===== config.mk =====
export PLATFORM = sky130hd
export DESIGN_NAME = mcg_top
export DESIGN_NICKNAME = d
export VERILOG_FILES = /design/src/include/mcg_pkg.sv /design/src/design/mcg_top.sv /design/src/design/mcg_div.sv
export SDC_FILE = /design/constraint.sdc
export NUM_CORES = 1
export LEC_CHECK = 0
export BUFFER_PORTS_ARGS = -buffer_cell sky130_fd_sc_hd__buf_2
export CAP_MARGIN = 10
export CORE_UTILIZATION = 40
export CTS_CLUSTER_SIZE = 8
export DETAILED_ROUTE_END_ITERATION = 6
export SKIP_CTS_REPAIR_TIMING = 1
export SLEW_MARGIN = 20
export SYNTH_ARGS = -nofsm -noshare
export SYNTH_HDL_FRONTEND = slang
export SYNTH_HIERARCHICAL = 1
export SYNTH_SLANG_ARGS = --single-unit

===== constraint.sdc =====
create_clock -name clk_sys -period 4.7 [get_ports clk_sys]
set_clock_uncertainty 0.1 [all_clocks]
set_input_delay 0.235 -clock clk_sys [delete_from_list [all_inputs] [get_ports clk_sys]]
set_output_delay 0.235 -clock clk_sys [all_outputs]
set_load 0.05 [all_outputs]

===== src/include/mcg_pkg.sv =====
// Constants for the master clock generation block
package mcg_pkg;

   // APB register map (byte addresses)
   localparam int          ADDR_W         = 12;
   localparam logic [11:0] OFF_PLL_CONFIG = 12'h000;
   localparam logic [11:0] OFF_SYS_CTRL2  = 12'h004;
   localparam logic [11:0] OFF_STATUS     = 12'h008;

   // Field layout of pll_config_register
   localparam int MODE_LSB = 0;
   localparam int MODE_W   = 2;
   localparam int IDIV_LSB = 2;
   localparam int IDIV_W   = 2;
   localparam int ODIV_LSB = 4;
   localparam int ODIV_W   = 4;
   localparam int MUL_LSB  = 8;
   localparam int MUL_W    = 5;
   localparam int BAND_LSB = 13;
   localparam int BAND_W   = 2;

   // Field layout of second_system_control_register
   localparam int CPU_HALVE_BIT = 0;

   // Field layout of the status register
   localparam int ST_PLL_ON_BIT   = 0;
   localparam int ST_HALVE_BIT    = 1;
   localparam int ST_BAND_RSV_BIT = 2;
   localparam int ST_LOCKED_BIT   = 3;

   // Encodings and limits
   localparam logic [1:0] MODE_PLL      = 2'h3;
   localparam logic [1:0] BAND_RESERVED = 2'h3;
   localparam logic [3:0] ODIV_MAX      = 4'he;

   // Reset values
   localparam logic [1:0] MODE_RST  = 2'h0;
   localparam logic [1:0] IDIV_RST  = 2'h0;
   localparam logic [3:0] ODIV_RST  = 4'h0;
   localparam logic [4:0] MUL_RST   = 5'h00;
   localparam logic [1:0] BAND_RST  = 2'h0;
   localparam logic       HALVE_RST = 1'b0;

   // Prescaler counter width
   localparam int DIV_W = 4;

   // Loop model: reference period counter, phase accumulator, slew
   localparam int          PER_W      = 16;
   localparam int          ACC_W      = 17;
   localparam logic [15:0] PER_MAX    = 16'hffff;
   localparam logic [15:0] THR_INIT   = 16'h0100;
   localparam int          SLEW_SHIFT = 2;

endpackage : mcg_pkg


===== src/design/mcg_top.sv =====
// Master clock generation: prescalers, loop model, CPU and system clocks, APB registers
//
// Notes on behaviour
// RQ1 - Master clock comes from oscillator via mechanism chosen in PLL config register.
// RQ2 - CPU clock equals master clock or half of it, per halve select bit.
// RQ3 - Core and external bus controller both run on the CPU clock.
// RQ4 - Peripheral system clock has the same frequency as the CPU clock.
// RQ5 - Bypass divides oscillator by (input divider + 1) times (output divider + 1).
// RQ6 - Bypass with both dividers zero makes master clock follow oscillator directly.
// RQ7 - Input divider reaches 3, output divider reaches 14; slowest bypass is /60.
// RQ8 - Mode 11 gives oscillator times (multiplier + 1) over both divider factors.
// RQ9 - While locking the loop changes master clock frequency gradually, never abruptly.
// RQ10 - In loop mode oscillator output passes output prescaler, dividing by (divider + 1).
// RQ11 - Band field picks oscillator range; code 11 is reserved. The loop model ignores the band; status only flags code 11.
// RQ12 - Halve select changes only at a master clock edge, no short CPU pulse.
//
// Implementation choices: the APB slave port and the register addresses.
`timescale 1ns/1ps
`default_nettype none
module mcg_top (
   input  wire logic        clk_sys,
   input  wire logic        rst_n,
   input  wire logic        oscIn,
   input  wire logic        psel,
   input  wire logic        penable,
   input  wire logic        pwrite,
   input  wire logic [11:0] paddr,
   input  wire logic [31:0] pwdata,
   output logic      [31:0] prdata,
   output logic             pready,
   output logic             pslverr,
   output logic             mcClk,
   output logic             cpuClk,
   output logic             ebcClk,
   output logic             sysClk,
   output logic             pllLocked
);

   // Oscillator synchroniser
   logic oscS1_r;
   logic oscS2_r;
   logic oscS3_r;
   logic oscEdge;

   // Configuration registers
   logic [1:0]  mode_r;
   logic [1:0]  mode_nxt;
   logic [1:0]  idiv_r;
   logic [1:0]  idiv_nxt;
   logic [3:0]  odiv_r;
   logic [3:0]  odiv_nxt;
   logic [4:0]  mul_r;
   logic [4:0]  mul_nxt;
   logic [1:0]  band_r;
   logic [1:0]  band_nxt;
   logic        halveSw_r;
   logic        halveSw_nxt;

   // APB answer
   logic [31:0] prdata_r;
   logic [31:0] prdata_nxt;
   logic        pready_r;
   logic        pready_nxt;
   logic        pslverr_r;
   logic        pslverr_nxt;

   // Prescaler and loop signals
   logic        refLvl;
   logic        refEdge;
   logic        refRise;
   logic        mcLvl;
   logic        mcEdge;
   logic        pllOn;
   logic        odivEdgeIn;
   logic        refEdgeIn;
   logic [15:0] perCnt_r;
   logic [15:0] perCnt_nxt;
   logic [15:0] period_r;
   logic [15:0] period_nxt;
   logic [15:0] thr_r;
   logic [15:0] thr_nxt;
   logic [16:0] acc_r;
   logic [16:0] acc_nxt;
   logic        vcoEdge_r;
   logic        vcoEdge_nxt;
   logic        locked_r;
   logic        locked_nxt;

   // Clock outputs
   logic        halveEff_r;
   logic        halveEff_nxt;
   logic        mcClk_r;
   logic        cpuClk_r;
   logic        cpuClk_nxt;
   logic        ebcClk_r;
   logic        sysClk_r;

   assign oscEdge    = oscS2_r ^ oscS3_r;
   assign pllOn      = (mode_r == mcg_pkg::MODE_PLL);                      // [RQ1] [RQ8]
   // A divide-by-one stage only takes an edge that moves it toward its input level,
   // so a phase left over from a wider divider cannot invert the copied duty cycle
   assign refEdgeIn  = oscEdge & ~((idiv_r == 2'h0) & (refLvl == oscS2_r));     // [RQ6]
   assign odivEdgeIn = pllOn ? vcoEdge_r
                             : (refEdge & ~((odiv_r == 4'h0) & (mcLvl == refLvl))); // [RQ10] [RQ5] [RQ6]
   assign refRise    = refEdge & refLvl;

   // Input prescaler, shared by both mechanisms
   mcg_div #(.W(mcg_pkg::DIV_W)) u_input_div (
      .clk_sys (clk_sys),
      .rst_n   (rst_n),
      .edgeIn  (refEdgeIn),
      .divVal  ({2'h0, idiv_r}),
      .clkOut  (refLvl),
      .edgeOut (refEdge)
   );                                                                      // [RQ5] [RQ6]

   // Output prescaler, fed by the reference or the loop oscillator
   mcg_div #(.W(mcg_pkg::DIV_W)) u_output_div (
      .clk_sys (clk_sys),
      .rst_n   (rst_n),
      .edgeIn  (odivEdgeIn),
      .divVal  (odiv_r),
      .clkOut  (mcLvl),
      .edgeOut (mcEdge)
   );                                                                      // [RQ5] [RQ10]

   // APB slave and configuration fields
   always_comb begin
      mode_nxt    = mode_r;
      idiv_nxt    = idiv_r;
      odiv_nxt    = odiv_r;
      mul_nxt     = mul_r;
      band_nxt    = band_r;
      halveSw_nxt = halveSw_r;
      prdata_nxt  = prdata_r;
      pslverr_nxt = pslverr_r;
      pready_nxt  = psel & penable & ~pready_r;
      if (psel && penable && !pready_r) begin
         prdata_nxt  = '0;
         pslverr_nxt = 1'b0;
         case (paddr)
            mcg_pkg::OFF_PLL_CONFIG: begin
               prdata_nxt[mcg_pkg::MODE_LSB +: mcg_pkg::MODE_W] = mode_r;
               prdata_nxt[mcg_pkg::IDIV_LSB +: mcg_pkg::IDIV_W] = idiv_r;
               prdata_nxt[mcg_pkg::ODIV_LSB +: mcg_pkg::ODIV_W] = odiv_r;
               prdata_nxt[mcg_pkg::MUL_LSB  +: mcg_pkg::MUL_W]  = mul_r;
               prdata_nxt[mcg_pkg::BAND_LSB +: mcg_pkg::BAND_W] = band_r;
            end
            mcg_pkg::OFF_SYS_CTRL2: begin
               prdata_nxt[mcg_pkg::CPU_HALVE_BIT] = halveSw_r;
            end
            mcg_pkg::OFF_STATUS: begin
               prdata_nxt[mcg_pkg::ST_PLL_ON_BIT]   = pllOn;
               prdata_nxt[mcg_pkg::ST_HALVE_BIT]    = halveEff_r;
               prdata_nxt[mcg_pkg::ST_BAND_RSV_BIT] = (band_r == mcg_pkg::BAND_RESERVED); // [RQ11]
               prdata_nxt[mcg_pkg::ST_LOCKED_BIT]   = locked_r;
            end
            default: begin
               pslverr_nxt = 1'b1;
            end
         endcase
      end
      // Writes land on the completing edge, when pready is seen high
      if (psel && penable && pready_r && pwrite) begin
         case (paddr)
            mcg_pkg::OFF_PLL_CONFIG: begin
               mode_nxt = pwdata[mcg_pkg::MODE_LSB +: mcg_pkg::MODE_W];    // [RQ1]
               idiv_nxt = pwdata[mcg_pkg::IDIV_LSB +: mcg_pkg::IDIV_W];    // [RQ7]
               odiv_nxt = pwdata[mcg_pkg::ODIV_LSB +: mcg_pkg::ODIV_W];
               if (odiv_nxt > mcg_pkg::ODIV_MAX) begin
                  odiv_nxt = mcg_pkg::ODIV_MAX;                            // [RQ7]
               end
               mul_nxt  = pwdata[mcg_pkg::MUL_LSB  +: mcg_pkg::MUL_W];
               band_nxt = pwdata[mcg_pkg::BAND_LSB +: mcg_pkg::BAND_W];    // [RQ11]
            end
            mcg_pkg::OFF_SYS_CTRL2: begin
               halveSw_nxt = pwdata[mcg_pkg::CPU_HALVE_BIT];               // [RQ2]
            end
            default: begin
               halveSw_nxt = halveSw_r;
            end
         endcase
      end
   end

   always_ff @(posedge clk_sys or negedge rst_n) begin
      if (!rst_n) begin
         mode_r    <= mcg_pkg::MODE_RST;
         idiv_r    <= mcg_pkg::IDIV_RST;
         odiv_r    <= mcg_pkg::ODIV_RST;
         mul_r     <= mcg_pkg::MUL_RST;
         band_r    <= mcg_pkg::BAND_RST;
         halveSw_r <= mcg_pkg::HALVE_RST;
         prdata_r  <= '0;
         pready_r  <= 1'b0;
         pslverr_r <= 1'b0;
      end else begin
         mode_r    <= mode_nxt;
         idiv_r    <= idiv_nxt;
         odiv_r    <= odiv_nxt;
         mul_r     <= mul_nxt;
         band_r    <= band_nxt;
         halveSw_r <= halveSw_nxt;
         prdata_r  <= prdata_nxt;
         pready_r  <= pready_nxt;
         pslverr_r <= pslverr_nxt;
      end
   end

   // Oscillator pin passes two flops before the edge detector
   always_ff @(posedge clk_sys or negedge rst_n) begin
      if (!rst_n) begin
         oscS1_r <= 1'b0;
         oscS2_r <= 1'b0;
         oscS3_r <= 1'b0;
      end else begin
         oscS1_r <= oscIn;
         oscS2_r <= oscS1_r;
         oscS3_r <= oscS2_r;
      end
   end

   // Loop model: measures the reference period and emits oscillator edges
   // at (multiplier + 1) times the reference rate from a phase accumulator.
   // Limitation: the loop rate is capped at one edge per clk_sys cycle.
   always_comb begin
      logic [5:0]  mulP1;
      logic [16:0] sum;
      logic [16:0] thrExt;
      logic [15:0] diff;
      mulP1       = {1'b0, mul_r} + 6'h01;
      thrExt      = {1'b0, thr_r};
      sum         = acc_r + {10'h000, mulP1, 1'b0};
      diff        = '0;
      acc_nxt     = sum;
      vcoEdge_nxt = 1'b0;
      perCnt_nxt  = (perCnt_r == mcg_pkg::PER_MAX) ? perCnt_r : perCnt_r + 16'h0001;
      period_nxt  = period_r;
      thr_nxt     = thr_r;
      locked_nxt  = (thr_r == period_r);
      if (sum >= thrExt) begin
         vcoEdge_nxt = 1'b1;                                               // [RQ8]
         acc_nxt     = sum - thrExt;
         if (acc_nxt >= thrExt) begin
            acc_nxt = '0;
         end
      end
      if (refRise) begin
         perCnt_nxt = '0;
         period_nxt = (perCnt_r == mcg_pkg::PER_MAX) ? perCnt_r : perCnt_r + 16'h0001;
         // Threshold moves a fraction of the error per reference period
         if (thr_r < period_r) begin
            diff    = period_r - thr_r;
            thr_nxt = thr_r + (diff >> mcg_pkg::SLEW_SHIFT) + 16'h0001;    // [RQ9]
         end else if (thr_r > period_r) begin
            diff    = thr_r - period_r;
            thr_nxt = thr_r - (diff >> mcg_pkg::SLEW_SHIFT) - 16'h0001;    // [RQ9]
         end
      end
   end

   always_ff @(posedge clk_sys or negedge rst_n) begin
      if (!rst_n) begin
         perCnt_r  <= '0;
         period_r  <= mcg_pkg::THR_INIT;
         thr_r     <= mcg_pkg::THR_INIT;
         acc_r     <= '0;
         vcoEdge_r <= 1'b0;
         locked_r  <= 1'b0;
      end else begin
         perCnt_r  <= perCnt_nxt;
         period_r  <= period_nxt;
         thr_r     <= thr_nxt;
         acc_r     <= acc_nxt;
         vcoEdge_r <= vcoEdge_nxt;
         locked_r  <= locked_nxt;
      end
   end

   // CPU clock: follows or halves the master clock. The select is only taken
   // at a master rising edge with the CPU clock low, where both modes agree.
   always_comb begin
      halveEff_nxt = halveEff_r;
      cpuClk_nxt   = cpuClk_r;
      if (mcEdge) begin
         if (mcLvl) begin
            if (!cpuClk_r) begin
               halveEff_nxt = halveSw_r;                                   // [RQ12]
               cpuClk_nxt   = 1'b1;
            end else begin
               cpuClk_nxt   = ~halveEff_r;                                 // [RQ2]
            end
         end else begin
            cpuClk_nxt = halveEff_r ? cpuClk_r : 1'b0;                     // [RQ2]
         end
      end
   end

   always_ff @(posedge clk_sys or negedge rst_n) begin
      if (!rst_n) begin
         halveEff_r <= mcg_pkg::HALVE_RST;
         mcClk_r    <= 1'b0;
         cpuClk_r   <= 1'b0;
         ebcClk_r   <= 1'b0;
         sysClk_r   <= 1'b0;
      end else begin
         halveEff_r <= halveEff_nxt;
         mcClk_r    <= mcLvl;                                              // [RQ1] [RQ6]
         cpuClk_r   <= cpuClk_nxt;
         ebcClk_r   <= cpuClk_nxt;                                         // [RQ3]
         sysClk_r   <= cpuClk_nxt;                                         // [RQ4]
      end
   end

   assign prdata    = prdata_r;
   assign pready    = pready_r;
   assign pslverr   = pslverr_r;
   assign mcClk     = mcClk_r;
   assign cpuClk    = cpuClk_r;
   assign ebcClk    = ebcClk_r;
   assign sysClk    = sysClk_r;
   assign pllLocked = locked_r;

endmodule : mcg_top
`default_nettype wire


===== src/design/mcg_div.sv =====
// Edge-counting prescaler: toggles its output every (divVal + 1) input edges
`timescale 1ns/1ps
`default_nettype none
module mcg_div #(
   parameter int W = 4
) (
   input  wire logic         clk_sys,
   input  wire logic         rst_n,
   input  wire logic         edgeIn,
   input  wire logic [W-1:0] divVal,
   output logic              clkOut,
   output logic              edgeOut
);
   logic [W-1:0] cnt_r;
   logic [W-1:0] cnt_nxt;
   logic         lvl_r;
   logic         lvl_nxt;
   logic         edge_r;
   logic         edge_nxt;

   // Counting both edges makes divide-by-one an exact copy of the input
   always_comb begin
      cnt_nxt  = cnt_r;
      lvl_nxt  = lvl_r;
      edge_nxt = 1'b0;
      if (edgeIn) begin
         if (cnt_r >= divVal) begin
            cnt_nxt  = '0;
            lvl_nxt  = ~lvl_r;
            edge_nxt = 1'b1;
         end else begin
            cnt_nxt = cnt_r + W'(1);
         end
      end
   end

   always_ff @(posedge clk_sys or negedge rst_n) begin
      if (!rst_n) begin
         cnt_r  <= '0;
         lvl_r  <= 1'b0;
         edge_r <= 1'b0;
      end else begin
         cnt_r  <= cnt_nxt;
         lvl_r  <= lvl_nxt;
         edge_r <= edge_nxt;
      end
   end

   assign clkOut  = lvl_r;
   assign edgeOut = edge_r;
endmodule : mcg_div
`default_nettype wire


* Word level (Yosys, flattened, before mapping)
Cells that the tools add are included.
Word-level totals: register bits 118, input port bits 50, output and inout bits 39, word-level logic and storage cells 109
Operators by class: add/sub/neg operators 12, order comparisons 7, eq/ne operators 9, multiplexer cells 22, bitwise operators 15, reductions and logical operators 17
Operators with widths (number):
- 2-to-1 mux 16 bit | 4
- greater-or-equal comparator 17 x 16 -> 1 bit | 2
- 2-to-1 mux 17 bit | 2
- adder 16 x 1 -> 16 bit, second input constant | 2
- subtractor 16 bit | 2
- adder 17 x 7 -> 17 bit | 1
- subtractor 17 x 16 -> 17 bit | 1
- adder 16 x 14 -> 16 bit | 1
- equality test 16 bit | 1
- equality test 16 bit, second input constant | 1
- greater-than comparator 16 bit | 1
- less-than comparator 16 bit | 1
- subtractor 16 x 1 -> 16 bit, second input constant | 1
- subtractor 16 x 14 -> 16 bit | 1
- equality test 12 x 3 -> 1 bit, second input constant | 1
- equality test 12 x 4 -> 1 bit, second input constant | 1
- zero test 12 bit | 1
- 2-to-1 mux 4 bit | 3
- AND reduction 2 bit | 6
- 2-to-1 mux 11 bit | 1
- 2-to-1 mux 1 bit | 10
- adder 4 x 1 -> 4 bit, second input constant | 2
- AND 1 bit | 7
- NOT 1 bit | 7
- other kinds (17) | 22

* Logic depth before layout (Yosys ltp)
word-level depth 6, mapped depth 26, mapped depth without buffers 25

* Hierarchy
The synthesis kept the hierarchy.
By module, submodules not included:
- mcg_top | instances 1, cells each 1010, area each 8906.0 um^2, sequential area each 2655.0 um^2
- mcg_div | instances 2, cells each 36, area each 354.1 um^2, sequential area each 150.1 um^2

* Worst setup path before layout
Ideal clock, no wire load.
path kind register -> register, start point reg mul_r[0], end point reg acc_r[14], library setup time 0.130 ns, arrival time 4.935 ns, data required time 4.470 ns, path slack -0.466 ns, stages on the path, launching flop included 25, path buffers 1, period minus slack after synthesis 5.166 ns, cell sequence dfrtp_1 > ha_1 > fa_1 > a21o_1 > a21oi_1 > nor2b_1 > o21ai_0 > nor2_1 > xor2_1 > ha_1 > o21a_1 > o21a_1 > o211a_1 > a311o_1 > a21oi_1 > xnor2_1 > ha_1 > nand3_1 > nor3_1 > o211ai_1 > a21oi_1 > nor3b_1 > o21ai_1 > buf_2 > o21ai_0
Between the ends: longest elaborated chain between the ends 6, elaborated cells on any way between the ends 7, classes of those cells add/sub (3); order compare (2); mux (2)
Ends and longest elaborated chain:
- start: declaration | RTL line mcg_top.sv:52 | logic [4:0] mul_r;
- start signal: assignment | RTL line mcg_top.sv:191 | mul_r <= mcg_pkg::MUL_RST;
- start signal: assignment | RTL line mcg_top.sv:201 | mul_r <= mul_nxt;
- adder 5 x 1 -> 6 bit (*) | RTL line mcg_top.sv:231 | mulP1 = {1'b0, mul_r} + 6'h01;
- adder 17 x 7 -> 17 bit (*) | RTL line mcg_top.sv:233 | sum = acc_r + {10'h000, mulP1, 1'b0};
- subtractor 17 x 16 -> 17 bit | RTL line mcg_top.sv:243 | acc_nxt = sum - thrExt;
- greater-or-equal comparator 17 x 16 -> 1 bit | RTL line mcg_top.sv:244 | if (acc_nxt >= thrExt) begin
- 2-to-1 mux 17 bit | RTL line mcg_top.sv:244
- 2-to-1 mux 17 bit (*) | RTL line mcg_top.sv:241 | if (sum >= thrExt) begin
- net acc_nxt[14] | RTL line mcg_top.sv:83 | logic [16:0] acc_nxt;
- end signal: assignment | RTL line mcg_top.sv:274 | acc_r <= acc_nxt;
- end: declaration | RTL line mcg_top.sv:82 | logic [16:0] acc_r;
Mark *: on every way through the listed nets, which the timed path passes. The rest lies on a longest branch. A chain may end at the register's enable or synchronous reset.

* Final worst setup path
start point reg mul_r[0], end point reg acc_r[0]
Between the ends: longest elaborated chain between the ends 6, elaborated cells on any way between the ends 7, classes of those cells add/sub (3); order compare (2); mux (2)
Ends and longest elaborated chain (RTL line):
- adder 5 x 1 -> 6 bit (*) | mcg_top.sv:231
- adder 17 x 7 -> 17 bit (*) | mcg_top.sv:233
- subtractor 17 x 16 -> 17 bit | mcg_top.sv:243
- greater-or-equal comparator 17 x 16 -> 1 bit | mcg_top.sv:244
- 2-to-1 mux 17 bit | mcg_top.sv:244
- 2-to-1 mux 17 bit (*) | mcg_top.sv:241
Mark *: on every way between the ends. The rest lies on a longest branch, timed or not.

==> flow_summary.yaml <==
routing:
  routed_wl_um: 24300
  drtIter0Drc: 474
  vias: 8244
  viasPerCell: 5.29
  antenna_left: 0
  wl_per_cell_um: 15.6
  drc: 0
  drt-pass1-iter-count: 4
floorplanning:
  dieArea_mm2: 0.0247
  dieWidth_um: 157
  core_mm2: 0.0235
  pin_count: 89
  initial_utilization: 0.408
  die_y_um: 157
  rows: 56
grt:
  globalRouteOverflowTotal: 0
  antenna_found_initial: 0
  grt_pass1_vias: 7812
  grt.total_usage: 0.200
  grt_max_degree: 44
  grt_pass1_wl_um: 38800
sta:
  finalCritPeriodShare: 1.08
  setup_slack_ns: -0.366
  setup_viol: 16
  hold_viol: 0
  report.final.slew_viol_count: 0
  maxSlewHeadroom: 0.444
  fin_crit_ns: 5.07
  max_freq_mhz: 197
  rsz0062_at_grt: "true"
  tightestPinTransition_ns: 0.827
cts:
  numCtsBuffers: 17
  clk_latency_ns: 0.42
  cts-root-buf: "clkbuf_16"
  max-clock-path-buffers: 2
  ctsHtreeMaxLevel: 4
  cts_tree: "done"
  cts.clk_slew.worst_paths_ns: 0.06
  clock-sinks: 118
yosys:
  ys_seq_area_frac: 0.307
  synth_area_leader_cell: "dfrtp_1"
  synthFlopType: "dfrtp_1"
  synth_area_per_cell_um2: 8.89
  postSynthCellCount: 1082
  async_flop_share: 1.00
  yosysTopAreaCellShare: 0.302
  synthTopCellsByCount: "dfrtp_1, ha_1, nand2_1, inv_1, o21ai_0"
  ys_ff_latch: 118
  synth.most_common_cell: "dfrtp_1"
  synth_area_mm2: 0.00961
  synth.area.top_cells: "dfrtp_1, ha_1, xnor2_1"
  synth_cell_type_count: 78
  synth_warnings: 6
  synth_edf_count: 0
finish:
  area_growth_pct: 21.8
  drive_gt1_frac: 0.201
  nets: 1389
  final_area_mm2: 0.0117
  diodes: 0
placement:
  dp_slack_ns: -0.573
  port_buffers: 54
  dp_hpwl_um: 18600
  placed_cell_area_mm2: 0.0107
  place.gp.congestion: 0.943
setup_path:
  path_class: "reg2reg"
  path_max_fanout: 8
  cp-start-kind: "register"
  worst-endpoint-arrival_ns: 5.29
  endpoint_kind: "register"
  worstPathRequired_ns: 4.93
pwr:
  p_per_area_mw_per_mm2: 863
  leakage_nw: 5.55
  vdd_drop_max_uv: 359
status:
  status: "finished with violations"
  violations: "negative setup slack"
job:
  drv_cap: 0
hold_path:
  holdCritPathClass: "in2reg"
-- path summary, 6_finish.rpt --
path,from,depth (start not counted),end,slack [ns]
max in group asynchronous,rst_n,3,mul_r[0],3.28
min in group asynchronous,rst_n,2,u_input_div/cnt_r[3],0.22
min reg2reg,oscS1_r,0,oscS2_r,0.25
max reg2reg,mul_r[0],24,acc_r[0],-0.37
max,mul_r[0],24,acc_r[0],-0.37
min,paddr[2],3,pslverr,0.12
-- report_power, final --
group          internal [mW]  switching [mW]  total (mW)
combinational           3.31            3.98        7.29
sequential              1.23           0.235        1.46
clock                  0.803           0.547        1.35
total                   5.34            4.76        10.1
-- critical path, cell delays in order (launching register included) --
cell and delay (ns):
dfrtp_2 0.44, ha_4 0.26, fa_2 0.36, a21o_1 0.19, a21oi_2 0.17, nor2b_2 0.06, o21a_1 0.17, nor2_2 0.11
xnor2_2 0.09, ha_2 0.20, or3_4 0.33, nor3_4 0.16, o31ai_1 0.09, a21oi_1 0.17, xor2_1 0.19, inv_1 0.10
ha_4 0.22, a21o_1 0.17, a21o_1 0.20, a2111oi_4 0.27, o21bai_1 0.16, nor3b_2 0.27, o21ai_2 0.10, buf_6 0.15
o31ai_2 0.23
-- final cells by class --
class                   count  area [µm²]
flip-flops and latches    118        2960
clock buffers              17         425
fillers                  2247       11800
inverters                  80         300
clock inverters            15         181
well taps                 319         399
repair buffers            158        1100
multi-input cells         851        6350
-- sequential cells by signal, summed over array words and instances (netlist names), 4 cells and up --
signal and count:
period_r 16, u_output_div/cnt_r 4, acc_r 17, thr_r 16, perCnt_r 16, mul_r 5
odiv_r 4, prdata 15, u_input_div/cnt_r 4
-- cells in the final DEF, fill, tap and decap left out, drive strengths merged, types with 22 or more instances in the layout --
cell	instances
a21o	22
a21oi	51
buf	140
dfrtp	116
ha	109
inv	89
nand2	90
nand3	25
nor2	59
o21a	23
o21ai	84
xnor2	52
xor2	31
-- logic make-up after synthesis --
logic type,count (synthesis),synth area share
adders and majority gates,113,0.150
muxes,30,0.0333
DFF,118,0.307
and+or+nand+nor,310,0.166
AOI/OAI and AO/OA,295,0.206
xor gates and xnor gates,83,0.0756
other,1,0.000390
buffers and inverters,132,0.0613
-- routing by layer --
layer	track usage	routed length, µm
met1	0.266	11700
met2	0.335	11500
met3	0.0264	777
met4	0.0620	345
met5	0	0
-- metrics by stage --
step / total power [mW] / utilization / hold slack (ns) / cells / TNS (ns)
after CTS: 9.86 / 0.481 / -0.300 / 1533 / -8.19
final: 10.1 / 0.498 / 0.121 / 1558 / -4.64
after global routing: 11.0 / 0.498 / 0.137 / 1558 / -9.95
after detailed placement: 8.45 / 0.455 / 0.152 / 1501 / -7.48
after floorplan: 6.59 / - / -0.161 / 1101 / -1.35
after global placement: 8.35 / 0.455 / 0.150 / 1501 / -6.52
Note: power is estimated with default switching activity, not from simulation.
